--- src/pkg/pcl_pkg.sv ---
package pcl_pkg;
	// Clock and timing
	localparam int unsigned CLK_MHZ       = 40;
	localparam int unsigned TEST_PULSE_US = 100;
	localparam int unsigned DBNC_US       = 10;
	localparam int unsigned EW_T0_US      = 100;
	localparam int unsigned EW_T1_US      = 5_000;
	localparam int unsigned EW_T2_US      = 20_000;
	localparam int unsigned EW_T3_US      = 50_000;
	localparam int unsigned TEST_CYC      = TEST_PULSE_US * CLK_MHZ;
	localparam int unsigned DBNC_CYC      = DBNC_US * CLK_MHZ;
	localparam int unsigned EW_T0_CYC     = EW_T0_US * CLK_MHZ;
	localparam int unsigned EW_T1_CYC     = EW_T1_US * CLK_MHZ;
	localparam int unsigned EW_T2_CYC     = EW_T2_US * CLK_MHZ;
	localparam int unsigned EW_T3_CYC     = EW_T3_US * CLK_MHZ;
	// Register byte offsets
	localparam logic [11:0] OFS_CTRL   = 12'h000;
	localparam logic [11:0] OFS_CFG    = 12'h004;
	localparam logic [11:0] OFS_CODES  = 12'h008;
	localparam logic [11:0] OFS_PG_SEL = 12'h00C;
	localparam logic [11:0] OFS_IRQ    = 12'h010;
	localparam logic [11:0] OFS_MASK   = 12'h014;
	localparam logic [11:0] OFS_STAT   = 12'h018;
	// Interrupt latch positions
	localparam int unsigned IRQ_W     = 5;
	localparam int unsigned IRQ_CASC  = 0;
	localparam int unsigned IRQ_EARLY_WARN_OUT = 1;
	localparam int unsigned IRQ_WDOG  = 2;
	localparam int unsigned IRQ_OV    = 3;
	localparam int unsigned IRQ_UV    = 4;
	// Regulator two output codes for the pin-selected voltages
	localparam logic [3:0] CODE_3V3 = 4'hF;
	localparam logic [3:0] CODE_1V8 = 4'h8;
	// Power-up defaults of fuse-backed bits
	localparam logic [7:0] RST_SLOT_DEF   = 8'h0_2;
	localparam logic [7:0] PG_SLOT_DEF    = 8'h0_0;
	localparam logic       WD_SLEEP_DEF   = 1'b0;
	localparam logic       VPIN_EN_DEF    = 1'b0;
	localparam logic       PINCTL_EN_DEF  = 1'b0;
	localparam logic       PG_GPO_DEF     = (PG_SLOT_DEF != 8'h0_0);
	localparam logic [7:0] CODES_RST      = 8'h0_F;
	localparam logic [4:0] MASK_RST       = 5'h1_F;

	// Software control bits
	typedef struct packed {
		logic reg_two_sleep_on;
		logic reg_two_run_on;
		logic reg_two_pin_control_en;
		logic reg_two_volt_pin_en;
		logic pg_pin_sleep_level;
		logic pg_pin_run_level;
		logic input_overvolt_shutdown_en;
		logic wdog_in_sleep_active;
		logic irq_out_test;
		logic standby_polarity_invert;
	} pcl_ctrl_t;

	// Fuse image, writable for bring-up
	typedef struct packed {
		logic       power_good_mode_sel;
		logic       wdog_in_hard_sel;
		logic       wdog_in_edge_sel;
		logic [1:0] early_warn_lead_time;
		logic [1:0] sequence_time_base;
		logic [7:0] pg_pin_power_up_slot;
		logic [7:0] host_reset_release_slot;
	} pcl_cfg_t;

	localparam pcl_ctrl_t CTRL_RST = '{1'b1, 1'b1, PINCTL_EN_DEF,
		VPIN_EN_DEF, PG_GPO_DEF, PG_GPO_DEF, 1'b0, WD_SLEEP_DEF,
		1'b0, 1'b0};
	localparam pcl_cfg_t CFG_RST = '{1'b0, 1'b0, 1'b0, 2'b00, 2'b00,
		PG_SLOT_DEF, RST_SLOT_DEF};

	// Host reset and early warning state machines
	typedef enum logic [1:0] {
		RST_HELD = 2'b01,
		RST_FREE = 2'b10
	} pcl_rst_st_t;
	typedef enum logic [2:0] {
		EW_IDLE = 3'b001,
		EW_LEAD = 3'b010,
		EW_DONE = 3'b100
	} pcl_ew_st_t;
endpackage

--- src/hw/pcl_top.sv ---
// Implementation choices: the APB register port and the register offsets.
`timescale 1ns/1ps
// What this block does
// - Standby when pin differs from invert bit
// - Release host reset at configured power-up slot
// - Hold reset released in system-on, assert on shutdown
// - Irq low while unmasked latch set; W1C
// - Test bit pulses irq 100 us, self-clears
// - Cascade falling edge latches; live level visible
// - Watchdog input ignored until host reset released
// - Edge select: 0 falling, 1 rising
// - 10 us debounce before accepting watchdog edge
// - Mode bit picks hard or soft watchdog reset
// - Standby watchdog only with sleep-active bit set
// - Early warning on listed fault shutdown causes
// - Lead time from 2-bit field
// - Warning sets irq; low in off modes
// - GPO mode: pin follows run/sleep level bits
// - GPO levels load 1 if sequenced, else 0
// - Good mode: AND of selected enabled monitors
// - OV/UV latches sticky irq only; pin not pulled low
// - Pin low until reset release, then check
// - Regulator two code from pin, run, sleep
// - Read-only pin level bits; fuse defaults
module pcl_top
	import pcl_pkg::*;
#(
	parameter int unsigned N_REG  = 11,
	parameter int unsigned EW1_CYC = EW_T1_CYC,
	parameter int unsigned EW2_CYC = EW_T2_CYC,
	parameter int unsigned EW3_CYC = EW_T3_CYC
) (
	input  wire logic             CLK_SYS_IN,
	input  wire logic             RESETN_IN,
	input  wire logic             PSEL_IN,
	input  wire logic             PENABLE_IN,
	input  wire logic             PWRITE_IN,
	input  wire logic [11:0]      PADDR_IN,
	input  wire logic [31:0]      PWDATA_IN,
	output logic      [31:0]      PRDATA_OUT,
	output logic                  PREADY_OUT,
	output logic                  PSLVERR_OUT,
	input  wire logic             MODE_OFF_IN,
	input  wire logic             MODE_PWRUP_IN,
	input  wire logic             MODE_SYSON_IN,
	input  wire logic [7:0]       PWRUP_SLOT_IN,
	input  wire logic             PWRDN_RESET_SLOT_IN,
	input  wire logic             FAULT_TIMER_IN,
	input  wire logic             FAULT_CNT_MAX_IN,
	input  wire logic             THERMAL_SD_IN,
	input  wire logic             VIN_OVLO_IN,
	input  wire logic [N_REG-1:0] REG_GOOD_IN,
	input  wire logic [N_REG-1:0] REG_ENABLED_IN,
	input  wire logic [N_REG-1:0] REG_OV_IN,
	input  wire logic [N_REG-1:0] REG_UV_IN,
	input  wire logic             STANDBY_IN,
	input  wire logic             CASCADE_IRQ_IN_N,
	input  wire logic             WDOG_IN,
	input  wire logic             REG_TWO_VOLT_SEL_PIN_IN,
	input  wire logic             REG_TWO_ENABLE_PIN_IN,
	output logic                  STANDBY_STATE_OUT,
	output logic                  HOST_RESET_N_OUT,
	output logic                  HOST_RESET_N_OE_OUT,
	output logic                  HOST_RESET_FREE_OUT,
	output logic                  IRQ_N_OUT,
	output logic                  IRQ_N_OE_OUT,
	output logic                  WDOG_EVENT_OUT,
	output logic                  WDOG_HARD_OUT,
	output logic                  EARLY_WARN_OUT,
	output logic                  POWER_DOWN_GO_OUT,
	output logic                  POWER_GOOD_OUT,
	output logic                  POWER_GOOD_OE_OUT,
	output logic                  PG_FAULT_OUT,
	output logic      [3:0]       REG_TWO_CODE_OUT,
	output logic                  REG_TWO_EN_OUT
);

	// Elaboration check on regulator count and 21-bit lead counter
	if (N_REG < 1 || N_REG > 32 || EW1_CYC < 1 || EW2_CYC < 1 ||
		EW3_CYC < 1 || EW1_CYC > 2**21 || EW2_CYC > 2**21 ||
		EW3_CYC > 2**21) begin : g_bad_n
		$error("N_REG or lead time parameter out of range");
	end

	////////////////////////////////////////////////////////////////////
	// Reset release and APB slave

	logic rst_meta_r;        // First stage, read only by second
	logic rst_n;             // Synchronised reset
	logic pcl_rst_n_r;

	// Asynchronous assert, synchronous release
	always_ff @(posedge CLK_SYS_IN or negedge RESETN_IN) begin
		if (!RESETN_IN) begin
			rst_meta_r  <= 1'b0;
			pcl_rst_n_r <= 1'b0;
		end else begin
			rst_meta_r  <= 1'b1;
			pcl_rst_n_r <= rst_meta_r;
		end
	end
	assign rst_n = pcl_rst_n_r;

	pcl_ctrl_t         ctrl_r;           // Control bits
	pcl_cfg_t          cfg_r;            // Fuse image
	logic [7:0]        codes_r;          // Sleep code, run code
	logic [N_REG-1:0]  pg_sel_r;         // Good monitor select
	logic [IRQ_W-1:0]  irq_r;            // Sticky latches
	logic [IRQ_W-1:0]  mask_r;           // 1 masks
	logic [31:0]       prdata_r;
	logic              pslverr_r;
	logic [31:0]       rd_mux;
	logic [31:0]       status_w;
	logic              hit;

	// Decode
	wire setup   = PSEL_IN & ~PENABLE_IN;
	wire access  = PSEL_IN & PENABLE_IN;
	wire wr      = access & PWRITE_IN;
	wire hit_ctl = (PADDR_IN == OFS_CTRL);
	wire hit_cfg = (PADDR_IN == OFS_CFG);
	wire hit_cod = (PADDR_IN == OFS_CODES);
	wire hit_sel = (PADDR_IN == OFS_PG_SEL);
	wire hit_irq = (PADDR_IN == OFS_IRQ);
	wire hit_msk = (PADDR_IN == OFS_MASK);
	wire hit_sta = (PADDR_IN == OFS_STAT);
	assign hit = hit_ctl | hit_cfg | hit_cod | hit_sel | hit_irq |
		hit_msk | hit_sta;

	// Read selection; unmapped reads zero with error
	always_comb begin
		rd_mux = 32'h0000_0000;
		case (1'b1)
			hit_ctl: rd_mux[9:0] = ctrl_r;
			hit_cfg: rd_mux[22:0] = cfg_r;
			hit_cod: rd_mux[7:0] = codes_r;
			hit_sel: rd_mux[N_REG-1:0] = pg_sel_r;
			hit_irq: rd_mux[IRQ_W-1:0] = irq_r;
			hit_msk: rd_mux[IRQ_W-1:0] = mask_r;
			hit_sta: rd_mux = status_w;
			default: rd_mux = 32'h0000_0000;
		endcase
	end

	// Read data captured in setup, so access phase has no wait state
	always_ff @(posedge CLK_SYS_IN or negedge rst_n) begin
		if (!rst_n) begin
			prdata_r  <= 32'h0000_0000;
			pslverr_r <= 1'b0;
		end else if (setup) begin
			prdata_r  <= PWRITE_IN ? 32'h0000_0000 : rd_mux;
			pslverr_r <= ~hit;
		end
	end
	assign PRDATA_OUT  = prdata_r;
	assign PREADY_OUT  = access;
	assign PSLVERR_OUT = access & pslverr_r;

	////////////////////////////////////////////////////////////////////
	// Standby and host reset

	pcl_rst_st_t rst_st_r;
	pcl_rst_st_t rst_st_nxt;
	wire standby  = STANDBY_IN ^ ctrl_r.standby_polarity_invert;
	wire sys_run  = MODE_SYSON_IN & ~standby;
	wire sys_slp  = MODE_SYSON_IN & standby;
	wire released = (rst_st_r == RST_FREE);
	wire rel_pt   = MODE_PWRUP_IN & ~MODE_OFF_IN &
		(PWRUP_SLOT_IN == cfg_r.host_reset_release_slot);
	assign STANDBY_STATE_OUT = sys_slp;

	// Release at slot, reassert on off or power-down
	always_comb begin
		rst_st_nxt = rst_st_r;
		case (rst_st_r)
			RST_HELD: if (rel_pt) begin
				rst_st_nxt = RST_FREE;
			end
			RST_FREE: if (MODE_OFF_IN | PWRDN_RESET_SLOT_IN) begin
				rst_st_nxt = RST_HELD;
			end
			default: rst_st_nxt = RST_HELD;
		endcase
	end
	always_ff @(posedge CLK_SYS_IN or negedge rst_n) begin
		if (!rst_n) rst_st_r <= RST_HELD;
		else rst_st_r <= rst_st_nxt;
	end
	assign HOST_RESET_N_OUT    = 1'b0;
	assign HOST_RESET_N_OE_OUT = ~released;
	assign HOST_RESET_FREE_OUT = released;

	////////////////////////////////////////////////////////////////////
	// Watchdog input: debounce, edge, gating

	logic [15:0] wd_cnt_r;
	logic        wd_flt_r;       // Debounced level
	logic        wd_ev_r;
	logic        wd_hard_r;
	wire wd_diff = (WDOG_IN != wd_flt_r);
	wire wd_done = wd_diff & (wd_cnt_r == 16'(DBNC_CYC - 1));
	// Edge accepted only after stable level
	wire wd_edge = wd_done &
		(WDOG_IN == cfg_r.wdog_in_edge_sel);
	// Gated off until reset release, sleep needs enable
	wire wd_mon = released & MODE_SYSON_IN &
		(~standby | ctrl_r.wdog_in_sleep_active);

	// Counter restarts whenever the pin bounces back
	always_ff @(posedge CLK_SYS_IN or negedge rst_n) begin
		if (!rst_n) begin
			wd_cnt_r  <= 16'h0000;
			wd_flt_r  <= 1'b0;
			wd_ev_r   <= 1'b0;
			wd_hard_r <= 1'b0;
		end else begin
			wd_cnt_r  <= (wd_diff & ~wd_done) ? wd_cnt_r + 16'h0001
				: 16'h0000;
			if (wd_done) wd_flt_r <= WDOG_IN;
			wd_ev_r   <= wd_edge & wd_mon;
			wd_hard_r <= wd_edge & wd_mon &
				cfg_r.wdog_in_hard_sel;
		end
	end
	assign WDOG_EVENT_OUT = wd_ev_r;
	assign WDOG_HARD_OUT  = wd_hard_r;

	////////////////////////////////////////////////////////////////////
	// Early warning

	pcl_ew_st_t  ew_st_r;
	pcl_ew_st_t  ew_st_nxt;
	logic [20:0] ew_cnt_r;
	logic [20:0] ew_lim;
	logic        ew_go_r;
	wire ew_cause = FAULT_TIMER_IN | FAULT_CNT_MAX_IN | THERMAL_SD_IN |
		(VIN_OVLO_IN & ctrl_r.input_overvolt_shutdown_en);
	wire ew_end = (ew_st_r == EW_LEAD) & (ew_cnt_r == ew_lim);

	// Lead time selection
	always_comb begin
		case (cfg_r.early_warn_lead_time)
			2'b00:   ew_lim = 21'(EW_T0_CYC - 1);
			2'b01:   ew_lim = 21'(EW1_CYC - 1);
			2'b10:   ew_lim = 21'(EW2_CYC - 1);
			default: ew_lim = 21'(EW3_CYC - 1);
		endcase
	end

	// Off modes force idle, so the pin stays low
	always_comb begin
		ew_st_nxt = ew_st_r;
		case (ew_st_r)
			EW_IDLE: if (~MODE_OFF_IN & ew_cause) ew_st_nxt = EW_LEAD;
			EW_LEAD: if (ew_end) ew_st_nxt = EW_DONE;
			EW_DONE: ew_st_nxt = EW_DONE;
			default: ew_st_nxt = EW_IDLE;
		endcase
		if (MODE_OFF_IN) ew_st_nxt = EW_IDLE;
	end
	always_ff @(posedge CLK_SYS_IN or negedge rst_n) begin
		if (!rst_n) begin
			ew_st_r  <= EW_IDLE;
			ew_cnt_r <= 21'h00_0000;
			ew_go_r  <= 1'b0;
		end else begin
			ew_st_r  <= ew_st_nxt;
			ew_cnt_r <= (ew_st_r == EW_LEAD) ? ew_cnt_r + 21'h00_0001
				: 21'h00_0000;
			ew_go_r  <= ew_end & ~MODE_OFF_IN;
		end
	end
	assign EARLY_WARN_OUT    = (ew_st_r != EW_IDLE);
	assign POWER_DOWN_GO_OUT = ew_go_r;

	////////////////////////////////////////////////////////////////////
	// Power good pin

	logic             pg_hi_r;    // Pin released high
	logic             pg_flt_r;
	logic [N_REG-1:0] pg_part;
	// Disabled regulators drop out of the AND
	assign pg_part = pg_sel_r & REG_ENABLED_IN;
	wire pg_all   = &(REG_GOOD_IN | ~pg_part);
	wire ov_hit   = released & |(REG_OV_IN & pg_part);
	wire uv_hit   = released & |(REG_UV_IN & pg_part);
	wire gpo_lvl  = sys_run ? ctrl_r.pg_pin_run_level :
		sys_slp & ctrl_r.pg_pin_sleep_level;
	// Monitors masked until host reset release
	wire pg_mon   = released & pg_all;
	always_ff @(posedge CLK_SYS_IN or negedge rst_n) begin
		if (!rst_n) begin
			pg_hi_r  <= 1'b0;
			pg_flt_r <= 1'b0;
		end else begin
			pg_hi_r  <= cfg_r.power_good_mode_sel ? pg_mon : gpo_lvl;
			pg_flt_r <= cfg_r.power_good_mode_sel & rel_pt &
				(rst_st_r == RST_HELD) & ~pg_all;
		end
	end
	assign POWER_GOOD_OUT    = 1'b0;
	assign POWER_GOOD_OE_OUT = ~pg_hi_r;
	assign PG_FAULT_OUT      = pg_flt_r;

	////////////////////////////////////////////////////////////////////
	// Regulator two

	// Sleep code overrides pin select
	assign REG_TWO_CODE_OUT = standby ? codes_r[7:4] :
		~ctrl_r.reg_two_volt_pin_en ? codes_r[3:0] :
		REG_TWO_VOLT_SEL_PIN_IN ? CODE_1V8 : CODE_3V3;
	wire r2_on = standby ? ctrl_r.reg_two_sleep_on : ctrl_r.reg_two_run_on;
	assign REG_TWO_EN_OUT = r2_on & (~ctrl_r.reg_two_pin_control_en |
		REG_TWO_ENABLE_PIN_IN);

	////////////////////////////////////////////////////////////////////
	// Interrupt latches, test pulse, register writes

	logic             casc_prev_r;
	logic [11:0]      tst_cnt_r;
	logic [IRQ_W-1:0] irq_set;
	logic [IRQ_W-1:0] irq_clr;
	wire tst_act  = ctrl_r.irq_out_test;
	wire tst_end  = tst_act & (tst_cnt_r == 12'(TEST_CYC - 1));
	wire casc_fal = casc_prev_r & ~CASCADE_IRQ_IN_N;
	wire ew_rise  = (ew_st_r == EW_IDLE) & (ew_st_nxt == EW_LEAD);
	assign irq_set = {uv_hit, ov_hit, wd_ev_r, ew_rise, casc_fal};
	assign irq_clr = (wr & hit_irq) ? PWDATA_IN[IRQ_W-1:0] : '0;
	assign IRQ_N_OUT    = 1'b0;
	assign IRQ_N_OE_OUT = |(irq_r & ~mask_r) | tst_act;
	assign status_w = {23'h00_0000, |(REG_UV_IN & pg_part),
		|(REG_OV_IN & pg_part), EARLY_WARN_OUT, pg_hi_r, released,
		standby, REG_TWO_ENABLE_PIN_IN, REG_TWO_VOLT_SEL_PIN_IN,
		CASCADE_IRQ_IN_N};

	// Set wins over a simultaneous write-one clear
	always_ff @(posedge CLK_SYS_IN or negedge rst_n) begin
		if (!rst_n) begin
			irq_r       <= '0;
			casc_prev_r <= 1'b1;
			tst_cnt_r   <= 12'h000;
		end else begin
			irq_r       <= (irq_r & ~irq_clr) | irq_set;
			casc_prev_r <= CASCADE_IRQ_IN_N;
			tst_cnt_r   <= tst_act & ~tst_end ? tst_cnt_r + 12'h001
				: 12'h000;
		end
	end

	// Software writes; defaults come from fuse image constants
	always_ff @(posedge CLK_SYS_IN or negedge rst_n) begin
		if (!rst_n) begin
			ctrl_r   <= CTRL_RST;
			cfg_r    <= CFG_RST;
			codes_r  <= CODES_RST;
			pg_sel_r <= '0;
			mask_r   <= MASK_RST;
		end else begin
			if (wr & hit_ctl) ctrl_r <= pcl_ctrl_t'(PWDATA_IN[9:0]);
			else if (tst_end) ctrl_r.irq_out_test <= 1'b0;
			if (wr & hit_cfg) cfg_r <= pcl_cfg_t'(PWDATA_IN[22:0]);
			if (wr & hit_cod) codes_r <= PWDATA_IN[7:0];
			if (wr & hit_sel) pg_sel_r <= PWDATA_IN[N_REG-1:0];
			if (wr & hit_msk) mask_r <= PWDATA_IN[IRQ_W-1:0];
		end
	end
endmodule // pcl_top

--- config.mk ---
export PLATFORM = sky130hd
export DESIGN_NAME = pcl_top
export DESIGN_NICKNAME = d
export VERILOG_FILES = /design/src/pkg/pcl_pkg.sv /design/src/hw/pcl_top.sv
export SDC_FILE = /design/constraint.sdc
export NUM_CORES = 1
export LEC_CHECK = 0
export ABC_AREA = 1
export BUFFER_PORTS_ARGS = -buffer_cell sky130_fd_sc_hd__buf_2
export CAP_MARGIN = 20
export CORE_MARGIN = 2
export CORE_UTILIZATION = 45
export CTS_CLUSTER_SIZE = 40
export DETAILED_ROUTE_END_ITERATION = 8
export MAX_ROUTING_LAYER = met4
export PLACE_DENSITY = 0.77
export SLEW_MARGIN = 15
export SYNTH_ARGS = -nofsm -noshare
export SYNTH_HDL_FRONTEND = slang
export SYNTH_SLANG_ARGS = --single-unit
--- constraint.sdc ---
create_clock -name CLK_SYS_IN -period 6.35 [get_ports CLK_SYS_IN]
set_clock_uncertainty 0.2 [all_clocks]
set_input_delay 0.9525 -clock CLK_SYS_IN [delete_from_list [all_inputs] [get_ports CLK_SYS_IN]]
set_output_delay 0.9525 -clock CLK_SYS_IN [all_outputs]
set_load 0.03 [all_outputs]
Yosys cells after proc, flatten, opt, wreduce, memory -nomap -nowiden
Index checks and enable logic that the tools add are counted.

Reductions and logical operators: 8. Mux-type cells: 48. Equality and inequality tests: 23. Bitwise logic cells: 72. Add/sub/neg operators: 3.

Operators with widths (count): $pmux W21 S3 (1); $mux W5 (8); $and A1 B1 Y1 (37); $eq A12 B5 Y1 const B (3); $mux W12 (3); $and A11 B11 Y11 (3); $mux W3 (11); $eq A12 B4 Y1 const B (2); $mux W23 (1); $reduce_or A11 Y1 (2); $add A21 B1 Y21 const B (1); $eq A21 B21 Y1 (1); $mux W21 (1); $add A16 B1 Y16 const B (1); $eq A16 B9 Y1 const B (1); $mux W16 (1); $or A1 B1 Y1 (13); $add A12 B1 Y12 const B (1); $eq A12 B12 Y1 const B (1); $eq A12 B3 Y1 const B (1); $logic_not A12 Y1 (1); $mux W1 (12); $mux W2 (6); $not A1 Y1 (11); other kinds (25) (31).

Output and inout bits: 52. Register bits: 158. Input bits: 114.

Depth between registers and ports, before layout
Gate-level depths: netlist of run 1.

Depth in word-level cells: 11. Depth in mapped cells: 13.

Worst setup path after synthesis of run 1
OpenSTA, ideal clock, no wires.

Path type: input -> output. From: input port STANDBY_IN. To: output port REG_TWO_CODE_OUT[0]. Stages: 5. Data arrival time: 2.081 ns. Path slack: 3.116 ns. Required time: 5.197 ns. Path through: or2_2 > nand2_1 > buf_2 > nor2_1 > a31oi_1.

Word-level cells in the longest chain between the ends: 2.

Ends and longest elaborated chain: start, declared (RTL line pcl_top.sv:56) `input wire logic STANDBY_IN,`; $xor A1 B1 Y1 (RTL line pcl_top.sv:164) `wire standby = STANDBY_IN ^ ctrl_r.standby_polarity_invert;`; $mux W4 (RTL line pcl_top.sv:309) `assign REG_TWO_CODE_OUT = standby ? codes_r[7:4] :`; end, declared (RTL line pcl_top.sv:74) `output logic [3:0] REG_TWO_CODE_OUT,`.

Every way passes these cells.

Final worst setup path of run 1
From: input port STANDBY_IN. To: output port REG_TWO_EN_OUT.

Word-level cells in the longest chain between the ends: 3.

Ends and longest elaborated chain: $xor A1 B1 Y1 (RTL line pcl_top.sv:164); $mux W1 (RTL line pcl_top.sv:312) `wire r2_on = standby ? ctrl_r.reg_two_sleep_on : ctrl_r.reg_two_run_on;`; $and A1 B1 Y1 (RTL line pcl_top.sv:313) `assign REG_TWO_EN_OUT = r2_on & (~ctrl_r.reg_two_pin_control_en |`; end, declared (RTL line pcl_top.sv:75) `output logic REG_TWO_EN_OUT`.

Every way passes these cells.

==> results of run 1 <==
[layout by cell type, fill, tap and decap left out, types with 6 or more instances in the layout]
| master | synthesis | layout |
|---|---|---|
| nand3_1 | 61 | 61 |
| inv_6 | 1 | 6 |
| a31oi_1 | 7 | 7 |
| a21oi_1 | 33 | 33 |
| o21ai_2 | 10 | 10 |
| conb_1 | 2 | 13 |
| nor2_1 | 121 | 121 |
| dfrtp_1 | 134 | 133 |
| buf_2 | 5 | 144 |
| clkbuf_16 | 0 | 17 |
| nand2_1 | 219 | 219 |
| inv_1 | 123 | 123 |
| nand2_2 | 8 | 8 |
| o22ai_1 | 8 | 8 |
| dfstp_2 | 15 | 15 |
| nor3_1 | 21 | 21 |
| nor3_2 | 7 | 7 |
| inv_2 | 7 | 7 |
| xor2_1 | 8 | 8 |
| o21ai_1 | 48 | 48 |
| o21ai_0 | 51 | 51 |
| nor4_1 | 7 | 7 |
| nand4_1 | 17 | 17 |
| nor2_2 | 10 | 10 |
[worst max path at each step]
stage / endpoint / from / depth (start not counted) / slack (ns)
3_3_place_gp: REG_TWO_EN_OUT / STANDBY_IN / 7 / 3.00
4_1_cts: REG_TWO_EN_OUT / STANDBY_IN / 7 / 2.98
6_report: REG_TWO_EN_OUT / STANDBY_IN / 7 / 2.96
3_5_place_dp: REG_TWO_EN_OUT / STANDBY_IN / 7 / 2.98
5_1_grt: REG_TWO_EN_OUT / STANDBY_IN / 7 / 2.88
2_1_floorplan: PG_FAULT_OUT / pcl_rst_n_r / 0 / 1.72
[kinds of logic after synthesis]
group,after synthesis
and+or+nand+nor,493
AOI/OAI and AO/OA,179
buffers and inverters,162
DFF,149
xor gates and xnor gates,12
adders and majority gates,3
other,2
[stage by stage]
step	instances	hold slack, ns	area [sq um]	util	setup slack (ns)
after floorplan	1011	0.131	7900	-	1.72
after global placement	1351	0.135	8690	0.506	3.00
after detailed placement	1351	0.140	8690	0.506	2.98
after CTS	1383	0.0861	9300	0.541	2.98
after global routing	1385	0.0855	9320	0.543	2.88
final	1386	0.0981	9320	0.543	2.96
[per-layer routing]
layer / wire, microns / vias to the layer above / track usage
li1: - / 3541 / -
met1: 9700 / 3397 / 0.336
met2: 9210 / 250 / 0.345
met3: 1260 / 40 / 0.0455
met4: 595 / 0 / 0.104
met5: 0 / - / -
[sequential cells by signal, indices dropped and copies added (netlist names), 2 cells and up]
signal / flops
ctrl_r: 9
rst_st_r: 2
irq_r: 5
ew_cnt_r: 21
wd_cnt_r: 16
cfg_r: 23
tst_cnt_r: 12
codes_r: 8
PRDATA_OUT: 23
pg_sel_r: 11
mask_r: 5
ew_st_r: 3
[power by group]
part           internal, mW  switching (mW)  total [mW]
logic                0.0426          0.0900       0.133
clock network         0.600           0.425        1.02
registers             0.957          0.0113       0.968
total                  1.60           0.527        2.13
[cell type report]
| class | count | area [sq um] |
|---|---|---|
| multi-input cells | 700 | 3430 |
| clock buffers | 18 | 439 |
| flip-flops and latches | 149 | 3750 |
| inverters | 131 | 497 |
| repair buffers | 147 | 756 |
| well taps | 225 | 282 |
| diodes | 2 | 5.00 |
| clock inverters | 14 | 165 |
| fillers | 1614 | 7860 |
[critical path: stages]
cell and delay, ns:
buf_2 0.12, or2_2 0.29, nand2_1 0.36, inv_1 0.13, o22ai_1 0.13, nor2_1 0.08, buf_2 0.18
==> metrics list, run 1 <==
* Result of the run: completed
* Die X: 136 microns
- In the post-synthesis netlist, the cell with the most instances is nand2_1.
* Count of nets after finishing: 1263
- The number of global-route vias before repair was 6569.
- Clock tree from TritonCTS: built
* Fraction of the mapped netlist area in compound gates: 0.129
- RSZ-0062 raised after global routing: false
- Syn Area/Cell: 7.86 sq um
- Min Tclk post-route: 3.39 ns
- For the worst setup path, the data required time is 5.20 ns.
* Max transition margin: 0.451
- Dividing total power by cell area gives a power density of 228 mW/mm^2.
* Post-synthesis share of cell area spent on and, or, nand and nor gates: 0.282
- The worst hold path belongs to the class input port to asynchronous set/reset pin.
- Iteration-0 DRC Markers: 673
- Of the available clock period, the critical path in the final layout requires 0.533.
* WS Path Type: input port to primary output
* Largest net degree at the start of global routing: 85
- Beginning of the worst register-to-register path: ctrl_r[0]
- After synthesis, the largest family of logic cells by area is simple AND/OR/NAND/NOR gates.
* Biggest area contributors in the synthesized netlist: dfrtp_1, nand2_1, inv_1
- In this run the static leakage power is 4.63 nW.
* Synthesis Warnings: 0
* Xor-xnor portion of the synthesized cell area: 0.0134
* Share of synthesized area spent on multiplexers: 0
- The number of failing hold endpoints at the final stage was 0.
* Worst-case clock buffer depth: 2
- Wire length of the first global-routing pass: 33600 microns
- Peak fanout along the critical path: 13
- Counting the buffers created by CTS gives 17.
- DRT antenna net count: 0
* Tot Pwr: 2.13 mW
* Critical path startpoint category: input port
* F_max: 295 MHz
* Setup slack of the most critical reg-to-reg path: 4.17 ns
* Seq cells post-synth: 149
- VDD sags by at most 241 uV.
* Count of instances resized after the clock tree is built: 0
- Initial antenna violation count: 1
* Final setup violation count: 0
* # H-tree levels: 4
* Arithmetic-cell share of the synthesized area counting full adders, half adders and majority gates: 0.00478
* Actual slew at the worst max-slew pin: 0.823 ns
- From synthesis to final layout, the design area changed by 18.7%.
* Number of max-slew violations in the final report: 0
- Clock Pin Slew Worst Setup and Hold Paths: 0.06 ns
* Crit path arrival time: 2.23 ns
- 1st-pass router iterations: 5
- Port buffering added 144 buffers.
- Netlist Area Pre-Place: 0.00786 sq mm
- Clock insertion delay at the later pin of the skew report: 0.43 ns
- The die covers 0.0185 sq mm.
* Sequential share of the synthesized area: 0.477
* Half-perimeter wire length after placement: 15600 microns
- Number of sinks handled by clock tree synthesis: 149
* Starting utilization of the core area: 0.457
- For this run, the leading register cell type out of synthesis is dfrtp_1.
- Measured in cells, the most critical reg-to-reg path has a length of 9.
* Element type at the critical path end: primary output
* Syn Inst Count: 1000
* Postcts setup bufs: 0
- For this run, the total global-route usage over all layers was measured as 0.241.
- Count of different cell masters after synthesis: 49
- Post-CTS Hold Buffers: 0
- The floorplan has 48 rows.
- Vertical die dimension: 136 microns
- Clk root buf: clkbuf_16
- IO Count: 166
* Most instantiated cells after synthesis: nand2_1, dfrtp_1, inv_1
- Total vias in the final route: 7228
* Cell type with the highest aggregate area in the netlist: dfrtp_1
- Using the TritonRoute via totals, the vias-per-cell ratio works out to 5.22.
- The synthesized design contains 0 enable-type register cells.
* Share of flip-flops with an asynchronous set or reset: 1.00
* Gr ovfl total: 0
- Max-cap violations in this run came to 0.
- In the routed design, unresolved DRC markers number 0.
- Wires add up to 20800 microns.
- After floorplanning, the core was sized to cover 0.0172 sq mm.
- After detailed routing, the average wire length per cell comes to 15.0 microns.
- In the final layout, the share of cells above drive strength 1 is 0.217.
- In the final timing run, aggregate negative setup slack is 0 ns.
* Final weighted congestion in routability-driven placement: 0.951
- R2r endpoint: PRDATA_OUT[3]
- Fraction of post-synthesis cell area in the top cell type by area: 0.427
Power figures use the tool's default switching activity.
==> run 2: changes to the inputs <==
clock period = 3.3 ns   (was 6.35 ns; I/O delays follow)
==> run 2 against run 1 <==
Compared with the run above:
- cell count unchanged
- sequential share of layout area decreased by 0.13 points
- die area unchanged
- largest cell class unchanged
- non-clock buffer count increased by 2
- setup slack got worse by 2.3 ns
- clock-buffer cell count increased by 5
- utilization increased by 0.17 points
- critical path depth decreased by 1
- register-to-register slack got worse by 3.1 ns
- via count decreased by 1.0%
==> metrics list, run 2 (synthesis results as in run 1) <==
- The run finished with clean final reports.
- Number of buffer cells added on primary ports: 144
* Count of final hold-check violations: 0
- R2r endpoint: PRDATA_OUT[3]
- The detailed router placed 7156 vias in this run.
* # Max-Cap Violations: 0
- Cell family with most CP delay: simple AND/OR/NAND/NOR gates
- The number of global-route vias before repair came to 6758.
* Iteration-0 DRC Markers: 647
* Count of nets after finishing: 1265
* Clk root buf: clkbuf_16
- RSZ-0062 raised after global routing: false
* Hold Path Depth: 3
- Pwr Density: 446 mW/mm^2
* Classification of the worst-slack hold path: input port to register
- The floorplan step defined a die boundary enclosing 0.0185 sq mm.
- # H-tree levels: 4
- Antenna diode count: 0
- Number of DRC violations after detailed routing: 0
- The design draws 4.17 mW.
* Die X: 136 microns
- Element type at the critical path end: primary output
- DRT antenna net count: 0
- Peak fanout along the critical path: 13
- Buffers plus inverters on the worst setup path: 2
* Leakage power: 4.65 nW
* Number of sinks handled by clock tree synthesis: 149
- Among all stages on the critical path, the largest delay is contributed by dfrtp_1.
- Based on the critical path, the design can be clocked at up to 376 MHz.
- Commonest non-fill, non-tap cell in the layout: nand2_1
- Counting cells, the worst reg-to-reg path comes to 9.
* Number of max-slew violations in the final report: 0
- Share of final-layout standard cells stronger than drive strength 1: 0.214
- Half-perimeter wire length after placement: 15900 microns
- Clock tree from TritonCTS: built
* 1st-pass router iterations: 5
* Initial antenna violation count: 0
- Wire length of the first global-routing pass: 34400 microns
* Beginning of the worst register-to-register path: ctrl_r[0]
- The core region is 0.0172 sq mm.
* Gr ovfl total: 0
- In the global route stage, overall resource usage came out at 0.247.
- Headroom to the max-slew limit came out at 0.422.
* Starting utilization of the core area: 0.457
- Via/cell ratio: 5.16
- The smallest clock period supported by the final layout is computed as 2.66 ns.
- The worst setup path is launched from a register.
- Number of buffers created by CTS: 17
- The library cells used most frequently in the layout, excluding fill and tap cells, are nand2_1, buf_2, dfrtp_1.
- The clock passes through at most 2 buffers.
* Max rail drop VDD: 359 uV
- Routed WL: 21400 microns
* Worst path max stage delay: 0.41 ns
- Clock Pin Slew Worst Setup and Hold Paths: 0.06 ns
* Final setup violation count: 0
- The floorplan has 48 rows.
- The die is 136 microns tall.
- Largest net degree at the start of global routing: 59
* Period Utilization, post-route: 0.806
* Critical path data required time: 2.60 ns
- Crit path arrival time: 1.97 ns
* Post-route setup TNS: 0 ns
* Final weighted congestion in routability-driven placement: 0.967
- Layout area overhead: 19.1%
- Crit path cell chain: or2_2 -> nand2_1 -> inv_1 -> o22ai_1 -> nor2_1 -> buf_2
- Launch point of the worst hold path: PWDATA_IN[13]
- Clock insertion delay at the later pin of the skew report: 0.43 ns
- Setup slack of the most critical reg-to-reg path: 1.12 ns
- Actual slew at the worst max-slew pin: 0.866 ns
* WS Path Type: register to primary output
- End of the worst hold path: cfg_r[13]
- IO Count: 166
* Average wire per standard cell: 15.4 microns
==> run 2: worst max path at each step <==
stage,end,cells after the start,start
5_1_grt,REG_TWO_CODE_OUT[2],5,ctrl_r[0]
3_5_place_dp,REG_TWO_EN_OUT,7,STANDBY_IN
3_3_place_gp,REG_TWO_EN_OUT,7,STANDBY_IN
6_report,REG_TWO_EN_OUT,6,ctrl_r[0]
4_1_cts,REG_TWO_EN_OUT,6,ctrl_r[0]
2_1_floorplan,PG_FAULT_OUT,0,pcl_rst_n_r
==> run 2: layout make-up <==
| type | count | area (sq um) |
|---|---|---|
| flip-flops and latches | 149 | 3750 |
| inverters | 131 | 497 |
| clock inverters | 9 | 151 |
| fillers | 1633 | 7830 |
| well taps | 225 | 282 |
| repair buffers | 149 | 776 |
| clock buffers | 23 | 468 |
| multi-input cells | 700 | 3430 |
==> run 2: timing repair <==
action | CTS | global route
endpoints found under the hold margin | 3 | 0
resized for setup | 0 | 0
hold buffers | 2 | 0
buffers inserted | 0 | 0
==> run 2: worst min-delay path, cell delays in order <==
cell and delay [ns]:
buf_2 0.08, nor2_1 0.04, a21oi_2 0.08
==> run 2: per-stage QoR <==
stage | instances | util | setup slack [ns] | area [sq um] | hold WS, ns
final | 1386 | 0.544 | 0.639 | 9350 | 0.112
after global routing | 1386 | 0.544 | 0.562 | 9350 | 0.120
after CTS | 1386 | 0.544 | 0.655 | 9350 | 0.0997
after detailed placement | 1352 | 0.507 | 0.891 | 8710 | 0.0820
after global placement | 1352 | 0.507 | 0.907 | 8710 | 0.0863
after floorplan | 1011 | - | 0.643 | 7900 | -0.000591
==> run 2: power by group <==
group          internal, mW  total, mW  switching (mW)  leakage, nW
Sequential             1.84       1.86          0.0203         1.93
Combinational        0.0836      0.259           0.175         2.42
Clock                  1.30       2.05           0.750        0.301
==> run 2: layer usage <==
layer	track usage	wire length, microns	vias to the layer above	part of all wire
li1	-	-	3535	-
met1	0.336	9940	3354	0.46
met2	0.378	9940	238	0.46
met3	0.0403	1080	29	0.051
met4	0.0810	429	0	0.020
met5	-	0	-	0
==> run 3: changes to the inputs <==
PLACE_DENSITY = 0.79   (was 0.77)
clock period = 2.31 ns   (was 3.3 ns; I/O delays follow)
==> run 3 against run 2 <==
Compared with the run above:
- sequential power up 42%
- via count is 2.9% higher
- cell count increased by 1.9%
- clock-buffer cell count shrank 6
- first-iteration DRC count shrank 11%
- final area rose by 2.8%
- critical path depth is the same
- non-clock buffer count increased by 27
- sequential cell count stayed put
- clock power increased by 39%
- register-to-register slack got worse by 0.83 ns
- wire length increased by 1.3%
- critical path type unchanged
- largest cell class unchanged
==> metrics list, run 3 (synthesis results as in run 1) <==
- 1st-pass router iterations: 5
- Crit path arrival time: 1.71 ns
* Cell row count: 48
- Vertical die dimension: 136 microns
* Clock tree from TritonCTS: built
- IO Count: 166
* Routed WL: 21700 microns
- Half-perimeter wire length after placement: 16200 microns
* WS Path Type: register to primary output
* Floorplan die area: 0.0185 sq mm
- Final setup violation count: 0
* Clock insertion delay at the later pin of the skew report: 0.43 ns
- Critical path startpoint category: register
- The count of cells in the finished layout, fillers not included, comes to 1413.
- Initial antenna violation count: 0
- Total global routing track utilization: 0.252
- VDD sags by at most 552 uV.
- DRT antenna net count: 0
- Post-route setup TNS: 0 ns
- In this run the static leakage power is 4.76 nW.
- Post-placement cell count: 1361
* Largest net degree at the start of global routing: 51
- Clock tree synthesis found a total of 149 sinks.
- Wire length of the first global-routing pass: 34800 microns
- The tree is rooted in a clkbuf_16.
- The worst setup path is captured at a primary output.
- The final layout contains 1292 nets.
- Crit path cell chain: or2_2 -> nand2_8 -> inv_1 -> o22ai_1 -> nor2_1 -> buf_2
* Iteration-0 DRC Markers: 577
* Top library cells by usage in the layout, fill and taps aside: nand2_1, buf_2, dfrtp_1
- DP Area: 0.00879 sq mm
* Pwr Density: 615 mW/mm^2
- For this run, the slowest stage of the critical path takes 0.38 ns.
- The number of global-route vias before repair is 6881.
* Starting utilization of the core area: 0.457
- Clock-pin slew was measured on the worst setup and hold paths at 0.06 ns.
- In the routed design, unresolved DRC markers number 0.
* Gr ovfl total: 0
* Max transition margin: 0.408
- Antenna diode count: 0
- The area growth from synthesis to layout is 22.4%.
- F_max: 444 MHz
- Number of buffer cells added on primary ports: 144
* Count of final hold-check violations: 0
* Average wire per standard cell: 15.3 microns
* Result of the run: completed
- For the finished layout, the period the worst path requires is 2.25 ns.
- Actual slew at the worst max-slew pin: 0.887 ns
- Classification of the worst-slack hold path: register to asynchronous set/reset pin
- Period Utilization, post-route: 0.976
* Critical path data required time: 1.76 ns
- Total vias in the final route: 7362
- At the end of routability-driven placement, the weighted congestion stood at 0.947.
- The library cell used most frequently in the layout, excluding fill and tap cells, is nand2_1.
- Filler cells: 1576
* Setup slack of the most critical reg-to-reg path: 0.29 ns
- Number of buffers created by CTS: 17
- RSZ-0062 raised after global routing: false
* # Max-Cap Violations: 0
* Standard cell with the maximum stage delay on the critical path: dfrtp_1
* Final design instance area without fill: 0.00962 sq mm
* Number of max-slew violations in the final report: 0
* Beginning of the worst register-to-register path: ew_cnt_r[0]
* Worst-case clock buffer depth: 2
* Share of final-layout standard cells stronger than drive strength 1: 0.223
- The H-tree generated during clock tree synthesis spans 4 levels.
* Die X: 136 microns
- The endpoint identified for the worst register-to-register timing path is ew_st_r[1].
- Peak fanout along the critical path: 11
* Cells on worst reg2reg path: 8
* Core Footprint: 0.0172 sq mm
- In the routed layout, each cell is associated on average with a via count of 5.21.
## run 3: critical path, delay by kind of cell (launching register included)
kind	cells	cell delay, ns
flops	1	0.38
buf+inv	2	0.24
compound gates	1	0.14
simple gates	3	0.52
## run 3: area by class of cell
class / instances / area (sq um) / share of cell area
Clock buffer: 17 / 425 / 0.0442
Clock inverter: 15 / 179 / 0.0186
Multi-Input combinational cell: 700 / 3450 / 0.358
Timing Repair Buffer: 176 / 1040 / 0.108
Tap cell: 225 / 282 / 0.0293
Inverter: 131 / 497 / 0.0517
Sequential cell: 149 / 3750 / 0.390
## run 3: timing repair
action                                  4_1_cts  5_1_grt
hold buffers                                 18        0
endpoints found under the setup margin        5        1
pin swaps                                     0        1
buffers inserted                              1        2
hold endpoints to repair                     21        0
resized for setup                             4        2
## run 3: worst max-delay path by stage
stage,slack [ns],to,from
floorplan,0.27,REG_TWO_CODE_OUT[0],ctrl_r[0]
global placement,0.21,REG_TWO_CODE_OUT[3],STANDBY_IN
detailed placement,0.20,REG_TWO_CODE_OUT[3],STANDBY_IN
CTS,0.04,REG_TWO_EN_OUT,ctrl_r[0]
global route,0.004,REG_TWO_EN_OUT,ctrl_r[0]
finish,0.06,REG_TWO_EN_OUT,ctrl_r[0]
## run 3: through the flow
| step | utilization | total power, mW | hold slack, ns | setup WS, ns |
|---|---|---|---|---|
| CTS | 0.558 | 5.93 | 0.00835 | 0.0449 |
| global placement | 0.512 | 3.08 | -0.0631 | 0.209 |
| floorplan | - | 2.91 | -0.149 | 0.268 |
| finish | 0.560 | 5.91 | 0.00827 | 0.0555 |
| global route | 0.560 | 6.09 | 0.0242 | 0.00354 |
| detailed placement | 0.512 | 3.09 | -0.0632 | 0.199 |
## run 3: report_power, final
part / switching (mW) / internal, mW
Combinational: 0.272 / 0.148
Sequential: 0.0171 / 2.63
Clock: 1.14 / 1.70
Total: 1.43 / 4.48
## run 3: layer usage
| metal | part of all wire | wire, microns | track usage | vias to the layer above |
|---|---|---|---|---|
| li1 | - | - | - | 3596 |
| met1 | 0.44 | 9450 | 0.339 | 3426 |
| met2 | 0.46 | 10000 | 0.377 | 288 |
| met3 | 0.068 | 1480 | 0.0507 | 52 |
| met4 | 0.034 | 741 | 0.0938 | 0 |
| met5 | 0 | 0 | - | - |
